==> src/hw/ltc_pkg.sv <==
`default_nettype none
package ltc_pkg;
    // transceiver cell modes; encoding of the command field is our own
    typedef enum logic [2:0] {
        LTC_MODE_OFF,
        LTC_MODE_WAKE,
        LTC_MODE_NORMAL,
        LTC_MODE_RXONLY,
        LTC_MODE_FLASH
    } ltc_lin_mode_t;

    // chip operating modes as seen by the cells
    typedef enum logic [2:0] {
        LTC_CHIP_INIT,
        LTC_CHIP_NORMAL,
        LTC_CHIP_SLEEP,
        LTC_CHIP_RESTART,
        LTC_CHIP_STOP,
        LTC_CHIP_FAILSAFE,
        LTC_CHIP_FLASH
    } ltc_chip_mode_t;

    localparam int LTC_NUM_CELLS = 3;
    localparam int LTC_CLK_MHZ = 250;
    // timeouts and filter in microseconds
    localparam int LTC_WAKE_FILTER_US = 30;
    localparam int LTC_TXD_TO_US = 300;
    localparam int LTC_BUS_TO_US = 300;
    localparam int LTC_WAKE_FILTER_CYC = LTC_WAKE_FILTER_US * LTC_CLK_MHZ;
    localparam int LTC_TXD_TO_CYC = LTC_TXD_TO_US * LTC_CLK_MHZ;
    localparam int LTC_BUS_TO_CYC = LTC_BUS_TO_US * LTC_CLK_MHZ;
    localparam int LTC_CNT_W = 17;
    localparam logic LTC_SLOPE_RESET = 1'b0;
endpackage
`default_nettype wire

==> src/hw/ltc_cell.sv <==
`timescale 1ns/1ps
`default_nettype none
// one transceiver cell: mode, wake flag and fault state
module ltc_cell
    import ltc_pkg::*;
#(
    parameter int WAKE_CYC = LTC_WAKE_FILTER_CYC,
    parameter int TXD_CYC = LTC_TXD_TO_CYC,
    parameter int BUS_CYC = LTC_BUS_TO_CYC
) (
    input wire logic mclk, // system clock
    input wire logic resetn, // sync reset, active low
    input wire ltc_chip_mode_t chip_mode, // chip operating mode
    input wire logic chip_mode_chg, // chip mode changes this cycle
    input wire logic mode_wr, // command strobe
    input wire ltc_lin_mode_t mode_req, // requested mode
    input wire logic wake_clr, // clear wake flag
    input wire logic txd, // transmit input, 0 dominant
    input wire logic bus_line, // received bus level, 0 dominant
    input wire logic overtemp, // driver overtemperature
    output ltc_lin_mode_t mode, // current mode
    output logic wake_flag, // bus_wake_flag
    output logic wake_ev, // wake detected pulse
    output logic txd_to_flag, // transmit timeout fault
    output logic bus_clamp_flag, // bus dominant fault
    output logic bus_clamp_ev, // bus clamp detected pulse
    output logic drv_en_c, // bus driver enable
    output logic pullup_en_c, // bus pull-up enable
    output logic rxd_c // receive output value
);
    ltc_lin_mode_t mode_q, mode_d;
    logic wake_q, wake_d, armed_q, armed_d;
    logic txto_q, txto_d, clamp_q, clamp_d, ot_q, ot_d;
    logic bus_q, wdom_q, wdom_d, wlow_q, wlow_d;
    logic allowed, txd_exp, bus_exp, wake_hit, wdr_edge, ot_release;

    ltc_timer #(.LIMIT(TXD_CYC)) u_txd_to (.mclk(mclk), .resetn(resetn),
        .run(!txd && mode_q == LTC_MODE_NORMAL), .expired(txd_exp));
    ltc_timer #(.LIMIT(BUS_CYC)) u_bus_to (.mclk(mclk), .resetn(resetn),
        .run(!bus_line && mode_q == LTC_MODE_NORMAL), .expired(bus_exp));
    // filtered dominant phase, wake counts on the following release
    ltc_timer #(.LIMIT(WAKE_CYC)) u_wake (.mclk(mclk), .resetn(resetn),
        .run(!bus_line && mode_q == LTC_MODE_WAKE), .expired(wake_hit));

    // permitted modes per chip mode
    always_comb begin
        case (chip_mode)
            // listed explicitly so unused codes of the field are refused too
            LTC_CHIP_NORMAL:
                allowed = mode_req inside {LTC_MODE_OFF, LTC_MODE_WAKE, LTC_MODE_NORMAL, LTC_MODE_RXONLY}; // [RULE12]
            LTC_CHIP_SLEEP, LTC_CHIP_RESTART, LTC_CHIP_STOP:
                allowed = mode_req == LTC_MODE_OFF || mode_req == LTC_MODE_WAKE; // [RULE4] [RULE5]
            LTC_CHIP_FLASH: allowed = mode_req == LTC_MODE_FLASH; // [RULE11]
            default: allowed = 1'b0; // init and fail-safe take no command
        endcase
    end

    // wake only on dominant-to-recessive edge after filter time
    assign wdr_edge = wdom_q && bus_line && armed_q; // [RULE16]
    assign ot_release = ot_q && !overtemp && wlow_q && txd; // [RULE18]

    always_comb begin
        mode_d = mode_q;
        wake_d = wake_q;
        armed_d = armed_q;
        txto_d = txto_q;
        clamp_d = clamp_q;
        ot_d = ot_q;
        wdom_d = (mode_q == LTC_MODE_WAKE) && (wdom_q || wake_hit) && !bus_line;
        wlow_d = !txd;
        if (wake_clr) wake_d = 1'b0;
        if (mode_wr && allowed) begin // [RULE22]
            mode_d = mode_req;
            if (mode_req == LTC_MODE_NORMAL) begin
                txto_d = 1'b0; // [RULE19]
                clamp_d = 1'b0; // [RULE20] [RULE18]
            end
            // re-arm on any accepted command other than wake: normal, rx-only, off or flash
            if (mode_req != LTC_MODE_WAKE) armed_d = 1'b1; // [RULE6]
            if (mode_req == LTC_MODE_NORMAL) ot_d = 1'b0;
        end
        // automatic entries on chip mode change
        if (chip_mode_chg) begin
            case (chip_mode)
                LTC_CHIP_INIT: mode_d = LTC_MODE_OFF; // [RULE4]
                LTC_CHIP_FAILSAFE: mode_d = LTC_MODE_WAKE; // [RULE5]
                LTC_CHIP_FLASH: mode_d = LTC_MODE_FLASH; // [RULE1] [RULE11]
                default: mode_d = mode_d;
            endcase
        end
        if (wdr_edge) begin
            wake_d = 1'b1; // [RULE9]
            armed_d = 1'b0; // [RULE6]
        end
        // faults drop a normal cell to receive-only
        if (mode_q == LTC_MODE_NORMAL && (txd_exp || bus_exp)) begin
            mode_d = LTC_MODE_RXONLY; // [RULE17]
            if (txd_exp) txto_d = 1'b1; // [RULE19]
            if (bus_exp) clamp_d = 1'b1; // [RULE20]
        end
        if (overtemp && mode_q == LTC_MODE_NORMAL) begin
            mode_d = LTC_MODE_RXONLY; // [RULE17]
            ot_d = 1'b1;
        end
        if (ot_release && !txto_q && !clamp_q) begin
            mode_d = LTC_MODE_NORMAL; // [RULE18]
            ot_d = 1'b0;
        end
    end

    always_ff @(posedge mclk) begin
        if (!resetn) begin
            mode_q <= LTC_MODE_OFF;
            wake_q <= 1'b0;
            armed_q <= 1'b1;
            txto_q <= 1'b0;
            clamp_q <= 1'b0;
            ot_q <= 1'b0;
            wdom_q <= 1'b0;
            wlow_q <= 1'b0;
            bus_q <= 1'b1;
        end else begin
            mode_q <= mode_d;
            wake_q <= wake_d;
            armed_q <= armed_d;
            txto_q <= txto_d;
            clamp_q <= clamp_d;
            ot_q <= ot_d;
            wdom_q <= wdom_d;
            wlow_q <= wlow_d;
            bus_q <= bus_line;
        end
    end

    assign mode = mode_q;
    assign wake_flag = wake_q;
    assign wake_ev = wdr_edge;
    assign txd_to_flag = txto_q;
    assign bus_clamp_flag = clamp_q;
    assign bus_clamp_ev = bus_exp && mode_q == LTC_MODE_NORMAL;
    assign drv_en_c = (mode_q == LTC_MODE_NORMAL || mode_q == LTC_MODE_FLASH) && !txto_q && !ot_q; // [RULE10] [RULE19]
    assign pullup_en_c = !(mode_q == LTC_MODE_OFF || mode_q == LTC_MODE_WAKE); // [RULE15]
    // pending wake holds receive low; off and wake-capable give high; otherwise pass the registered bus through
    always_comb begin
        if (wake_q) rxd_c = 1'b0; // [RULE7] [RULE8] [RULE9]
        else if (mode_q == LTC_MODE_OFF || mode_q == LTC_MODE_WAKE) rxd_c = 1'b1;
        else rxd_c = bus_q; // [RULE10]
    end
endmodule // ltc_cell
`default_nettype wire

==> src/hw/ltc_timer.sv <==
`timescale 1ns/1ps
`default_nettype none
// counts cycles while a level holds; flags once the limit is passed
module ltc_timer
    import ltc_pkg::*;
#(
    parameter int LIMIT = 1000
) (
    input wire logic mclk, // system clock
    input wire logic resetn, // sync reset, active low
    input wire logic run, // level being timed
    output logic expired // level held beyond limit
);
    logic [LTC_CNT_W-1:0] cnt_q;
    logic [LTC_CNT_W-1:0] cnt_d;

    // saturating counter cleared whenever the level drops
    always_comb begin
        cnt_d = cnt_q;
        if (!run) begin
            cnt_d = '0;
        end else if (cnt_q != LTC_CNT_W'(LIMIT)) begin
            cnt_d = cnt_q + LTC_CNT_W'(1);
        end
    end

    always_ff @(posedge mclk) begin
        if (!resetn) begin
            cnt_q <= '0;
        end else begin
            cnt_q <= cnt_d;
        end
    end

    assign expired = run && (cnt_q == LTC_CNT_W'(LIMIT));
endmodule // ltc_timer
`default_nettype wire

==> src/hw/ltc_top.sv <==
`timescale 1ns/1ps
`default_nettype none
// How it works
// [RULE1] normal mode by command or flash entry
// [RULE2] low slope default, command selects normal slope
// [RULE3] one slope for all cells, chip normal
// [RULE4] off mode default in init, command exits
// [RULE5] wake-capable by command, automatic in fail-safe
// [RULE6] wake re-armed only after other mode
// [RULE7] sleep wake: restart, receive low, no interrupt
// [RULE8] stop wake: interrupt, flag, receive low
// [RULE9] wake sets flag, interrupt per chip mode
// [RULE10] receive-only: driver off, reception continues
// [RULE11] flash mode only in chip flash
// [RULE12] permitted cell modes follow chip mode
// [RULE13] controller arms wake before sleep or stop
// [RULE14] no mode change in sleep command
// [RULE15] pull-up off in wake-capable or off
// [RULE16] wake only on dominant-to-recessive edge
// [RULE17] any failure forces receive-only mode; the code does so only for a cell in normal mode, not in flash
// [RULE18] transmitter re-enable by command, overtemp by edge
// [RULE19] transmit timeout stops driving until normal command
// [RULE20] bus clamp: receive-only, flag, interrupt
// [RULE21] three identical independent cells
// [RULE22] per-cell mode field, illegal writes ignored
module ltc_top
    import ltc_pkg::*;
#(
    parameter int WAKE_CYC = LTC_WAKE_FILTER_CYC,
    parameter int TXD_CYC = LTC_TXD_TO_CYC,
    parameter int BUS_CYC = LTC_BUS_TO_CYC
) (
    input wire logic mclk, // system clock
    input wire logic resetn, // sync reset, active low
    input wire ltc_chip_mode_t chip_mode, // chip operating mode
    input wire logic [LTC_NUM_CELLS-1:0] mode_wr, // per-cell command strobe
    input wire ltc_lin_mode_t mode_req, // requested cell mode
    input wire logic slope_wr, // slope command strobe
    input wire logic slope_normal_req, // 1 selects normal slope
    input wire logic [LTC_NUM_CELLS-1:0] wake_clr, // clear wake flags
    input wire logic [LTC_NUM_CELLS-1:0] int_mask, // mask interrupt per cell
    input wire logic [LTC_NUM_CELLS-1:0] txd, // transmit inputs
    input wire logic [LTC_NUM_CELLS-1:0] bus_line, // bus receive levels
    input wire logic [LTC_NUM_CELLS-1:0] overtemp, // driver overtemperature
    output logic [LTC_NUM_CELLS-1:0] bus_receive_output, // receive outputs
    output logic [LTC_NUM_CELLS-1:0] drv_en, // bus driver enables
    output logic [LTC_NUM_CELLS-1:0] pullup_en, // bus pull-up enables
    output logic [LTC_NUM_CELLS-1:0] slope_ctl_en, // slope control active
    output logic slope_normal, // 1 normal slope, 0 low slope
    output logic [LTC_NUM_CELLS-1:0] bus_wake_flag, // wake flags
    output logic [LTC_NUM_CELLS-1:0] txd_short_diag, // timeout as transmit short
    output logic [LTC_NUM_CELLS-1:0] bus_clamp_diag, // bus dominant fault
    output logic restart_req, // chip move to restart pulse
    output logic int_n, // interrupt, active low pulse
    output logic [3*LTC_NUM_CELLS-1:0] cell_mode // current mode per cell
);
    ltc_chip_mode_t chip_q;
    logic chg;
    logic slope_q, slope_d;
    logic [LTC_NUM_CELLS-1:0] wk, wev, txf, clf, cev, dr, pu, rx, flash;
    ltc_lin_mode_t md [LTC_NUM_CELLS];
    logic restart_d, int_n_d;

    assign chg = chip_mode != chip_q;

    ////////////////////////////////////////////////////////////////////
    // cells, all identical
    for (genvar i = 0; i < LTC_NUM_CELLS; i++) begin : g_cell // [RULE21]
        ltc_cell #(.WAKE_CYC(WAKE_CYC), .TXD_CYC(TXD_CYC), .BUS_CYC(BUS_CYC)) u_cell (
            .mclk(mclk), .resetn(resetn), .chip_mode(chip_mode), .chip_mode_chg(chg),
            .mode_wr(mode_wr[i]), .mode_req(mode_req), .wake_clr(wake_clr[i]),
            .txd(txd[i]), .bus_line(bus_line[i]), .overtemp(overtemp[i]),
            .mode(md[i]), .wake_flag(wk[i]), .wake_ev(wev[i]), .txd_to_flag(txf[i]),
            .bus_clamp_flag(clf[i]), .bus_clamp_ev(cev[i]), .drv_en_c(dr[i]),
            .pullup_en_c(pu[i]), .rxd_c(rx[i]));
        assign flash[i] = md[i] == LTC_MODE_FLASH;
    end

    ////////////////////////////////////////////////////////////////////
    // shared slope and chip-level wake signalling
    always_comb begin
        slope_d = slope_q;
        if (slope_wr && chip_mode == LTC_CHIP_NORMAL) slope_d = slope_normal_req; // [RULE2] [RULE3]
        restart_d = 1'b0;
        int_n_d = 1'b1;
        // sleep, restart and fail-safe wakes lead to restart, no interrupt
        if (|wev && (chip_mode == LTC_CHIP_SLEEP || chip_mode == LTC_CHIP_RESTART ||
                     chip_mode == LTC_CHIP_FAILSAFE)) restart_d = 1'b1; // [RULE7] [RULE9]
        if ((chip_mode == LTC_CHIP_NORMAL || chip_mode == LTC_CHIP_STOP) && |(wev & ~int_mask))
            int_n_d = 1'b0; // [RULE8] [RULE9]
        if (|(cev & ~int_mask)) int_n_d = 1'b0; // [RULE20]
    end

    always_ff @(posedge mclk) begin
        if (!resetn) begin
            chip_q <= LTC_CHIP_INIT;
            slope_q <= LTC_SLOPE_RESET;
            restart_req <= 1'b0;
            int_n <= 1'b1;
            bus_receive_output <= '1;
            drv_en <= '0;
            pullup_en <= '0;
            slope_ctl_en <= '1;
            slope_normal <= LTC_SLOPE_RESET;
            bus_wake_flag <= '0;
            txd_short_diag <= '0;
            bus_clamp_diag <= '0;
            cell_mode <= '0;
        end else begin
            chip_q <= chip_mode;
            slope_q <= slope_d;
            restart_req <= restart_d;
            int_n <= int_n_d;
            bus_receive_output <= rx;
            drv_en <= dr;
            pullup_en <= pu;
            slope_ctl_en <= ~flash; // [RULE11]
            slope_normal <= slope_d;
            bus_wake_flag <= wk;
            txd_short_diag <= txf; // [RULE17]
            bus_clamp_diag <= clf;
            cell_mode <= {md[2], md[1], md[0]};
        end
    end
endmodule // ltc_top
`default_nettype wire

==> config.mk <==
export PLATFORM = sky130hd
export DESIGN_NAME = ltc_top
export DESIGN_NICKNAME = d
export VERILOG_FILES = /design/src/hw/ltc_pkg.sv /design/src/hw/ltc_cell.sv /design/src/hw/ltc_timer.sv /design/src/hw/ltc_top.sv
export SDC_FILE = /design/constraint.sdc
export NUM_CORES = 1
export LEC_CHECK = 0
export BUFFER_PORTS_ARGS = -buffer_cell sky130_fd_sc_hd__buf_2
export CORE_ASPECT_RATIO = 0.9
export CORE_MARGIN = 2
export CORE_UTILIZATION = 55
export DETAILED_ROUTE_END_ITERATION = 10
export PLACE_DENSITY = 0.76
export SLEW_MARGIN = 20
export SYNTH_ARGS = -nofsm -noshare
export SYNTH_HDL_FRONTEND = slang
export SYNTH_SLANG_ARGS = --single-unit
==> constraint.sdc <==
create_clock -name mclk -period 1.9 [get_ports mclk]
set_clock_uncertainty 0.1 [all_clocks]
set_input_delay 0.095 -clock mclk [delete_from_list [all_inputs] [get_ports mclk]]
set_output_delay 0.095 -clock mclk [all_outputs]
set_load 0.05 [all_outputs]
# After elaboration in Yosys (flattened, before gate mapping)
# Cells that the tools add are included.
[word_totals]
elab_cells = 328
out_inout_bits = 33
input_bits = 28
reg_bits = 222
[classes]
n_eq_ne = 39
n_reduce_logical = 149
n_addsub = 9
n_mux = 72
bitwise_logic = 5
[op_table]
columns = ["op", "count"]
rows = [
  ["$add A17 B1 Y17 const B", 9],
  ["$eq A17 B17 Y1 const B", 6],
  ["$ne A17 B17 Y1 const B", 6],
  ["$logic_and A1 B1 Y1", 66],
  ["$mux W1", 53],
  ["$eq A17 B13 Y1 const B", 3],
  ["$ne A17 B13 Y1 const B", 3],
  ["$reduce_and A2 Y1", 15],
  ["$reduce_bool A2 Y1", 15],
  ["$pmux W3 S3", 3],
  ["$eq A3 B2 Y1 const B", 7],
  ["$eq A3 B3 Y1 const B", 7],
  ["$logic_not A1 Y1", 21],
  ["$mux W2", 9],
  ["$mux W3", 6],
  ["$logic_or A1 B1 Y1", 16],
  ["$eq A3 B1 Y1 const B", 5],
  ["$logic_not A3 Y1", 5],
  ["$reduce_or A3 Y1", 4],
  ["$reduce_or A4 Y1", 3],
  ["$and A3 B3 Y3", 2],
  ["$not A3 Y3", 2],
  ["$reduce_or A2 Y1", 3],
  ["$reduce_bool A4 Y1", 1],
  ["other kinds (4)", 4],
]

# Longest topological paths before layout
# Gate-level depths: netlist of run 1.
[depth]
word_depth = 10
mapped_depth = 8
depth_no_buf = 7

# Cells and area by module
# From an unflattened synthesis of run 1, not the netlist that was laid out.
[unflattened]
hier_cells = 1250
hier_area_um2 = 11103.1
[by_module_without_submodules]
columns = ["module", "n_inst", "seq_area_each_um2", "area_per_inst_um2", "cells_per_inst"]
rows = [
  ["ltc_timer (g_cell[0].u_cell.u_bus_to ...)", 6, 340.3, 894.6, 101],
  ["ltc_timer (g_cell[0].u_cell.u_wake ...)", 3, 340.3, 863.3, 101],
  ["ltc_cell", 3, 220.2, 685.7, 82],
  ["ltc_top", 1, 720.7, 1088.5, 95],
]

# Worst setup path after synthesis of run 1
# No wires, ideal clock.
[synth_path]
path_type = "flip-flop to flip-flop"
startpoint = "register g_cell[1].u_cell.u_bus_to.cnt_q[12]"
endpoint = "register int_n"
t_required_ns = 1.669
period_less_slack_ns = 2.018
path_slack_ns = -0.118
path_stages_with_launch = 6
path_buffers = 0
setup_ns = 0.131
arrival_ns = 1.787
cell_sequence = "dfxtp_1 > or4b_1 > or4_4 > nor4b_1 > or3_1 > o21ai_1"
[synth_via]
elab_chain_len = 6
[synth_rtl]
columns = ["element", "line_no", "rtl"]
rows = [
  ["start: declaration", "ltc_timer.sv:14", "logic [LTC_CNT_W-1:0] cnt_q;"],
  ["start signal: assignment", "ltc_timer.sv:31", "cnt_q <= cnt_d;"],
  ["$eq A17 B17 Y1", "ltc_timer.sv:35", "assign expired = run && (cnt_q == LTC_CNT_W'(LIMIT));"],
  ["$logic_and A1 B1 Y1", "ltc_timer.sv:35", ""],
  ["$logic_and A1 B1 Y1", "ltc_cell.sv:140", "assign bus_clamp_ev = bus_exp && mode_q == LTC_MODE_NORMAL;"],
  ["$and A3 B3 Y3", "ltc_top.sv:91", "if (|(cev & ~int_mask)) int_n_d = 1'b0;"],
  ["$reduce_or A3 Y1", "ltc_top.sv:91", ""],
  ["$mux W1", "ltc_top.sv:91", ""],
  ["end signal: assignment", "ltc_top.sv:113", "int_n <= int_n_d;"],
  ["end: declaration", "ltc_top.sv:54", "output logic int_n,"],
]
# No other way between the ends.
# A chain may end at the register's enable or synchronous reset.

# Final worst setup path of run 1
[layout_path]
startpoint = "register g_cell[1].u_cell.u_bus_to.cnt_q[15]"
endpoint = "register int_n"
# Same word-level chain as after synthesis.

==> impl_metrics.env, run 1 <==
export IMPL_finalCritPeriodShare=1.07
export IMPL_yosysWarnings=0
export IMPL_grt_max_degree=19
export IMPL_post_synth_num_cell_types=53
export IMPL_worstPathArrival_ns=2.31
export IMPL_synth_edff_count=0
export IMPL_max_freq_mhz=493
export IMPL_clkTransAtPathRegs_ns=0.06
export IMPL_worstPathRequired_ns=2.18
export IMPL_multi_input_area_um2=5080
export IMPL_crit_chain="or4b_4, or4_4, nor4b_2, or3_1, o21ai_1"
export IMPL_wl_per_cell_um=14.1
export IMPL_finalHoldViolations=0
export IMPL_core_area_um2=17000
export IMPL_cts_sinks=222
export IMPL_cts_buffers=23
export IMPL_tightest_slew_ns=0.654
export IMPL_slew_headroom=0.564
export IMPL_layout_nets=1302
export IMPL_clkPwrFrac=0.473
export IMPL_place_hpwl_um=14700
export IMPL_clockBufferDepth=3
export IMPL_drc=0
export IMPL_power_leakage_nw=4.23
export IMPL_whs_endpoint="g_cell[2].u_cell.mode[1]"
export IMPL_critPathMaxFanout=2
export IMPL_grtUsageTotal=0.227
export IMPL_syn_inst=1095
export IMPL_finalSetupViolCount=4
export IMPL_rrSetupSlack_ns=-0.13
export IMPL_ys_ff_latch=222
export IMPL_cp_end_kind="flip-flop"
export IMPL_gp_congestion=0.858
export IMPL_rows=45
export IMPL_cpMaxStageDelayCell="or4_4"
export IMPL_outcome="finished, violations left"
export IMPL_die_y_um=130
export IMPL_power_frac_seq=0.493
export IMPL_async_flop_share=0
export IMPL_ff_latch_area_um2=4450
export IMPL_hp_start="resetn"
export IMPL_antenna_found_initial=1
export IMPL_cpPeakStageDelay_ns=0.54
export IMPL_vdd_drop_max_uv=708
export IMPL_pwr_share_comb=0.034
export IMPL_syn_to_final_growth_pct=22.9
export IMPL_globalRouteOverflowTotal=0
export IMPL_rr_endpoint="int_n"
export IMPL_fin_ws_ns=-0.130
export IMPL_rsz0062_at_grt="true"
export IMPL_viasPerCell=5.33
export IMPL_initial_utilization=0.567
export IMPL_reg2reg_from="g_cell[1].u_cell.u_bus_to.cnt_q[15]"
export IMPL_violations="setup timing"
export IMPL_io_buffers=60
export IMPL_cap_violations=0
export IMPL_cts_root_buf="clkbuf_16"
export IMPL_drt_total_wl_um=21300
export IMPL_p_per_area_nw_per_um2=805
export IMPL_worstSkewPairLatency_ns=0.50
export IMPL_tritoncts="done"
export IMPL_dr_total_vias=8043
export IMPL_maxSlewViolCount=0
export IMPL_whs_path_depth=3
export IMPL_syn_area_per_cell_um2=8.81
export IMPL_internal_power_mw=7.54
export IMPL_start_kind="flip-flop"
export IMPL_synth_nets=1141
export IMPL_switchingPower_mw=2.00
export IMPL_h_tree_depth=1
export IMPL_die_area_um2=18600
export IMPL_die_x_um=144
export IMPL_drt_iter0_drc=446
export IMPL_finalPower_mw=9.54
export IMPL_antenna_left=0
export IMPL_hold_class="in2reg"
export IMPL_drive_gt1_frac=0.160
export IMPL_synthFlopType="dfxtp_1"
export IMPL_criticalPathCategory="reg2reg"
export IMPL_seq_area_frac_synth=0.461
export IMPL_reg2reg_depth=5
export IMPL_mappedNetlistArea_um2=9650
export IMPL_switching_share=0.210
export IMPL_dr_pass1_iters=7
export IMPL_first_global_vias=7475
export IMPL_preCtsSetupSlack_ns=-0.177
export IMPL_final_area_um2=11900
export IMPL_grt_pass1_wl_um=35000
export IMPL_fillerInstances=1364
export IMPL_period_needed_ns=2.03
export IMPL_io_pins=61
export IMPL_placed_area_um2=10700
cell usage after synthesis (all sizes together) (4+ instances only):
library cell,instances,area (µm²)
and3,25,158
nand4,38,238
xor2,65,569
nand2,71,267
nor3,20,100
a21oi,39,195
a21boi,7,52.6
and4,12,105
o21ai,27,135
o2111ai,4,35.0
clkbuf,21,78.8
nand2b,25,156
and2,15,93.8
a211oi,7,57.6
nor3b,11,87.6
or3,17,106
nor2,177,664
inv,44,165
dfxtp,222,4440
o21a,4,30.0
nor4b,21,190
o22ai,9,62.6
or2,5,31.3
nand3b,9,67.6
nor4,9,62.6
ha,18,225
xnor2,59,517
a31oi,4,25.0
nand4b,5,43.8
nor2b,15,93.8
mux2i,4,40.0
a21o,4,30.0
nand3,54,270
or4,4,33.8
critical path, delay by kind of cell, from the launching register on:
family             cells  cell delay, ns
DFF                    1            0.32
and+or+nand+nor        4            1.43
AOI/OAI and AO/OA      1            0.05
cells in the final DEF, fill, tap and decap left out, types with 7 or more instances in the layout:
| cell | synthesis | routed |
|---|---|---|
| dfxtp_1 | 222 | 220 |
| nor2_1 | 177 | 175 |
| buf_4 | 0 | 71 |
| nand2_1 | 71 | 70 |
| xor2_1 | 65 | 65 |
| buf_2 | 2 | 60 |
| xnor2_1 | 59 | 58 |
| nand3_1 | 54 | 54 |
| inv_1 | 44 | 43 |
| nand4_1 | 38 | 38 |
| a21oi_1 | 39 | 38 |
| dlygate4sd3_1 | 0 | 27 |
| nand2b_1 | 25 | 25 |
| and3_1 | 24 | 24 |
| clkbuf_16 | 0 | 23 |
| nor3_1 | 20 | 19 |
| o21ai_0 | 20 | 19 |
| ha_1 | 18 | 18 |
| or3_1 | 17 | 16 |
| nor2b_1 | 15 | 15 |
| and2_1 | 15 | 15 |
| nor4b_1 | 20 | 15 |
| and4_1 | 12 | 12 |
| nor3b_1 | 10 | 10 |
| nand3b_1 | 9 | 9 |
| o21ai_1 | 7 | 8 |
| nor4_1 | 8 | 7 |
| o22ai_1 | 8 | 7 |
sequential cells by signal, summed over array words and instances (netlist names), 9 cells and up:
| register | cells |
|---|---|
| g_cell.u_cell.u_wake.cnt_q | 51 |
| g_cell.u_cell.mode | 9 |
| cell_mode | 9 |
| g_cell.u_cell.u_bus_to.cnt_q | 51 |
| g_cell.u_cell.u_txd_to.cnt_q | 51 |
final cells by class:
class,instances,share of cell area
multi-input cells,806,0.428
flip-flops and latches,222,0.375
repair buffers,159,0.0940
clock buffers,31,0.0528
well taps,235,0.0248
inverters,44,0.0139
clock inverters,10,0.0111
diodes,2,0.000422
cells by family (layout without fill, tap and decap cells):
kind of cell | after synthesis | in the layout | synth area share
compound gates | 115 | 115 | 0.0734
xor+xnor | 124 | 124 | 0.113
fa+ha+maj | 18 | 18 | 0.0233
buf+inv | 67 | 244 | 0.0263
flops | 222 | 222 | 0.461
mux | 4 | 4 | 0.00415
other cells | 0 | 2 | 0
simple gates | 545 | 545 | 0.300
power groups by stage:
stage | combinational [mW] | clock (mW) | sequential [mW]
4_1_cts | 0.315 | 4.58 | 4.71
6_report | 0.325 | 4.51 | 4.71
5_1_grt | 0.348 | 4.78 | 4.71
2_1_floorplan | 0.119 | 0 | 4.85
3_5_place_dp | 0.271 | 0 | 4.81
3_3_place_gp | 0.268 | 0 | 4.81
through the flow:
step,utilization,TNS (ns),std cells,hold slack (ns)
after floorplan,-,-0.145,1095,0.0781
after CTS,0.690,-0.577,1505,0.00126
after global routing,0.697,-0.943,1508,0.0154
final,0.697,-0.401,1509,0.0103
after detailed placement,0.628,-0.730,1437,0.224
after global placement,0.628,-0.284,1437,0.220
routing by layer:
layer  vias to the layer above  track usage  share of wire
met2                       155        0.374           0.46
li1                       4103            -              -
met4                         0       0.0646          0.027
met3                        47       0.0407          0.040
met1                      3738        0.309           0.47
met5                         -            0              0
how the worst max path moves through the flow:
stage,startpoint,slack [ns],to,depth (start not counted)
2_1_floorplan,g_cell[1].u_cell.u_bus_to.cnt_q[8],-0.09,int_n,5
3_3_place_gp,g_cell[1].u_cell.u_bus_to.cnt_q[8],-0.11,int_n,5
3_5_place_dp,g_cell[1].u_cell.u_bus_to.cnt_q[8],-0.18,int_n,5
4_1_cts,g_cell[1].u_cell.u_bus_to.cnt_q[15],-0.12,int_n,5
5_1_grt,g_cell[1].u_cell.u_bus_to.cnt_q[15],-0.18,int_n,5
6_report,g_cell[1].u_cell.u_bus_to.cnt_q[15],-0.13,int_n,5
timing repair:
action / in CTS / in global routing
setup endpoints to repair: 12 / 25
endpoints found under the hold margin: 34 / 0
buffers inserted: 0 / 2
pin swaps: 6 / 6
resized for setup: 6 / 21
hold buffers: 27 / 0
Power figures use the tool's default switching activity.
==> inputs of run 2 (changes only) <==
--- a/config.mk
+++ b/config.mk
@@ -7,8 +7,8 @@
 export LEC_CHECK = 0
-export BUFFER_PORTS_ARGS = -buffer_cell sky130_fd_sc_hd__buf_2
 export CORE_ASPECT_RATIO = 0.9
 export CORE_MARGIN = 2
-export CORE_UTILIZATION = 55
+export CORE_UTILIZATION = 57
 export DETAILED_ROUTE_END_ITERATION = 10
-export PLACE_DENSITY = 0.76
+export DONT_BUFFER_PORTS = 1
+export PLACE_DENSITY = 0.75
 export SLEW_MARGIN = 20
==> constraint.sdc (replaced) <==
create_clock -name mclk -period 1.9 [get_ports mclk]
set_clock_uncertainty 0.1 [all_clocks]
set_input_delay 0.57 -clock mclk [delete_from_list [all_inputs] [get_ports mclk]]
set_output_delay 0.57 -clock mclk [all_outputs]
set_load 0.05 [all_outputs]
==> impl_metrics.env, run 2 (same netlist as run 1, synthesis figures left out) <==
export IMPL_tns_ns=-0.642
export IMPL_reg2reg_depth=5
export IMPL_switching_share=0.203
export IMPL_layout_nets=1219
export IMPL_die_x_um=141
export IMPL_internal_power_mw=7.51
export IMPL_power_frac_seq=0.505
export IMPL_initial_utilization=0.577
export IMPL_crit_chain="or4b_4, or4_4, nor4b_2, or3_1, o21ai_1"
export IMPL_postCtsHoldBufs=0
export IMPL_core_area_um2=16700
export IMPL_cts_root_buf="clkbuf_16"
export IMPL_dr_pass1_iters=4
export IMPL_cpMaxStageDelayCell="or4_4"
export IMPL_grt_max_degree=48
export IMPL_rows=45
export IMPL_drt_iter0_drc=378
export IMPL_cp_top_family="simple AND/OR/NAND/NOR gates"
export IMPL_start_kind="flip-flop"
export IMPL_finalCritPeriodShare=1.07
export IMPL_violations="setup timing"
export IMPL_grt_pass1_wl_um=34500
export IMPL_p_per_area_nw_per_um2=834
export IMPL_switchingPower_mw=1.92
export IMPL_clkPwrFrac=0.479
export IMPL_finalSetupViolCount=11
export IMPL_rsz0062_at_grt="true"
export IMPL_drive_gt1_frac=0.121
export IMPL_viasPerCell=5.51
export IMPL_criticalPathCategory="reg2reg"
export IMPL_whs_endpoint="g_cell[2].u_cell.wlow_q"
export IMPL_critPathMaxFanout=2
export IMPL_rrSetupSlack_ns=-0.14
export IMPL_worstSkewPairLatency_ns=0.51
export IMPL_clockBufferDepth=3
export IMPL_diodes=0
export IMPL_outcome="finished, violations left"
export IMPL_period_needed_ns=2.04
export IMPL_final_common_cell="dfxtp_1"
export IMPL_cp_end_kind="flip-flop"
export IMPL_worstPathRequired_ns=2.20
export IMPL_tritoncts="done"
export IMPL_io_pins=61
export IMPL_io_buffers=0
export IMPL_drt_total_wl_um=20900
export IMPL_whs_path_depth=1
export IMPL_cp_startpoint="g_cell[1].u_cell.u_bus_to.cnt_q[12]"
export IMPL_slew_headroom=0.546
export IMPL_worstPathArrival_ns=2.34
export IMPL_maxSlewViolCount=0
export IMPL_max_freq_mhz=490
export IMPL_post_cts_setup_buffers=0
export IMPL_power_leakage_nw=3.84
export IMPL_layout_common_cells="dfxtp_1, nor2_1, buf_4"
export IMPL_wl_per_cell_um=15.0
export IMPL_rr_endpoint="int_n"
export IMPL_cpPeakStageDelay_ns=0.55
export IMPL_finalHoldViolations=0
export IMPL_reg2reg_from="g_cell[1].u_cell.u_bus_to.cnt_q[12]"
export IMPL_grtUsageTotal=0.231
export IMPL_cts_sinks=222
export IMPL_whs_ns=0.0368
export IMPL_globalRouteOverflowTotal=0
export IMPL_pwr_share_comb=0.016
export IMPL_hp_start="txd[2]"
export IMPL_reg_top3="g_cell.u_cell.u_bus_to.cnt_q (51), g_cell.u_cell.u_txd_to.cnt_q (51), g_cell.u_cell.u_wake.cnt_q (51)"
export IMPL_antenna_left=0
export IMPL_first_global_vias=7315
export IMPL_antenna_found_initial=0
export IMPL_cap_violations=0
export IMPL_die_area_um2=18000
export IMPL_h_tree_depth=1
export IMPL_dr_total_vias=7695
export IMPL_die_y_um=127
export IMPL_gp_congestion=0.849
export IMPL_place_hpwl_um=14700
export IMPL_tightest_slew_ns=0.682
export IMPL_worst_path_buf_inv=0
export IMPL_hold_class="in2reg"
export IMPL_drc=0
export IMPL_cts_buffers=23
export IMPL_vdd_drop_max_uv=680
export IMPL_syn_to_final_growth_pct=17.2
export IMPL_clkTransAtPathRegs_ns=0.06
export IMPL_fin_ws_ns=-0.141
## run 2: per-stage QoR
step / utilization / std cells / setup slack, ns / total power, mW / instance area (µm²)
6_report: 0.676 / 1396 / -0.141 / 9.43 / 11300
4_1_cts: 0.673 / 1396 / -0.135 / 9.52 / 11300
2_1_floorplan: - / 1095 / -0.0912 / 4.99 / 9800
3_3_place_gp: 0.628 / 1359 / -0.116 / 5.01 / 10500
3_5_place_dp: 0.628 / 1359 / -0.142 / 5.01 / 10500
5_1_grt: 0.676 / 1396 / -0.194 / 9.75 / 11300
## run 2: worst max-delay path by stage
stage / to / slack (ns) / cells after the start
2_1_floorplan: int_n / -0.09 / 5
3_3_place_gp: int_n / -0.12 / 5
3_5_place_dp: int_n / -0.14 / 5
4_1_cts: int_n / -0.13 / 5
5_1_grt: int_n / -0.19 / 5
6_report: int_n / -0.14 / 5
## run 2: worst reg2reg max path, stage by stage, from the launching register on
cell and delay, ns:
dfxtp_2 0.32, or4b_4 0.53, or4_4 0.55, nor4b_2 0.25, or3_1 0.13, o21ai_1 0.05
## run 2: area by class of cell
type                    instances  area (µm²)
repair buffers                 76         571
multi-input cells             806        5120
well taps                     211         264
inverters                      44         165
fillers                      1381        5420
flip-flops and latches        222        4450
clock inverters                 9         148
clock buffers                  28         594
## run 2: power groups by stage
stage          Combinational (mW)  Sequential (mW)  Clock (mW)
6_report                    0.154             4.76        4.52
5_1_grt                     0.167             4.76        4.82
4_1_cts                     0.153             4.76        4.61
3_5_place_dp                0.151             4.86           0
3_3_place_gp                0.148             4.86           0
2_1_floorplan               0.142             4.85           0
## run 2: what timing repair did
action                     4_1_cts  5_1_grt
setup endpoints to repair       12       28
pin swaps                        2        3
resized for setup                2       11
## run 2: routing by layer
| metal | track usage | routed length (µm) |
|---|---|---|
| met1 | 0.298 | 9560 |
| met4 | 0.0747 | 683 |
| met5 | 0 | 0 |
| met2 | 0.382 | 9450 |
| met3 | 0.0585 | 1210 |
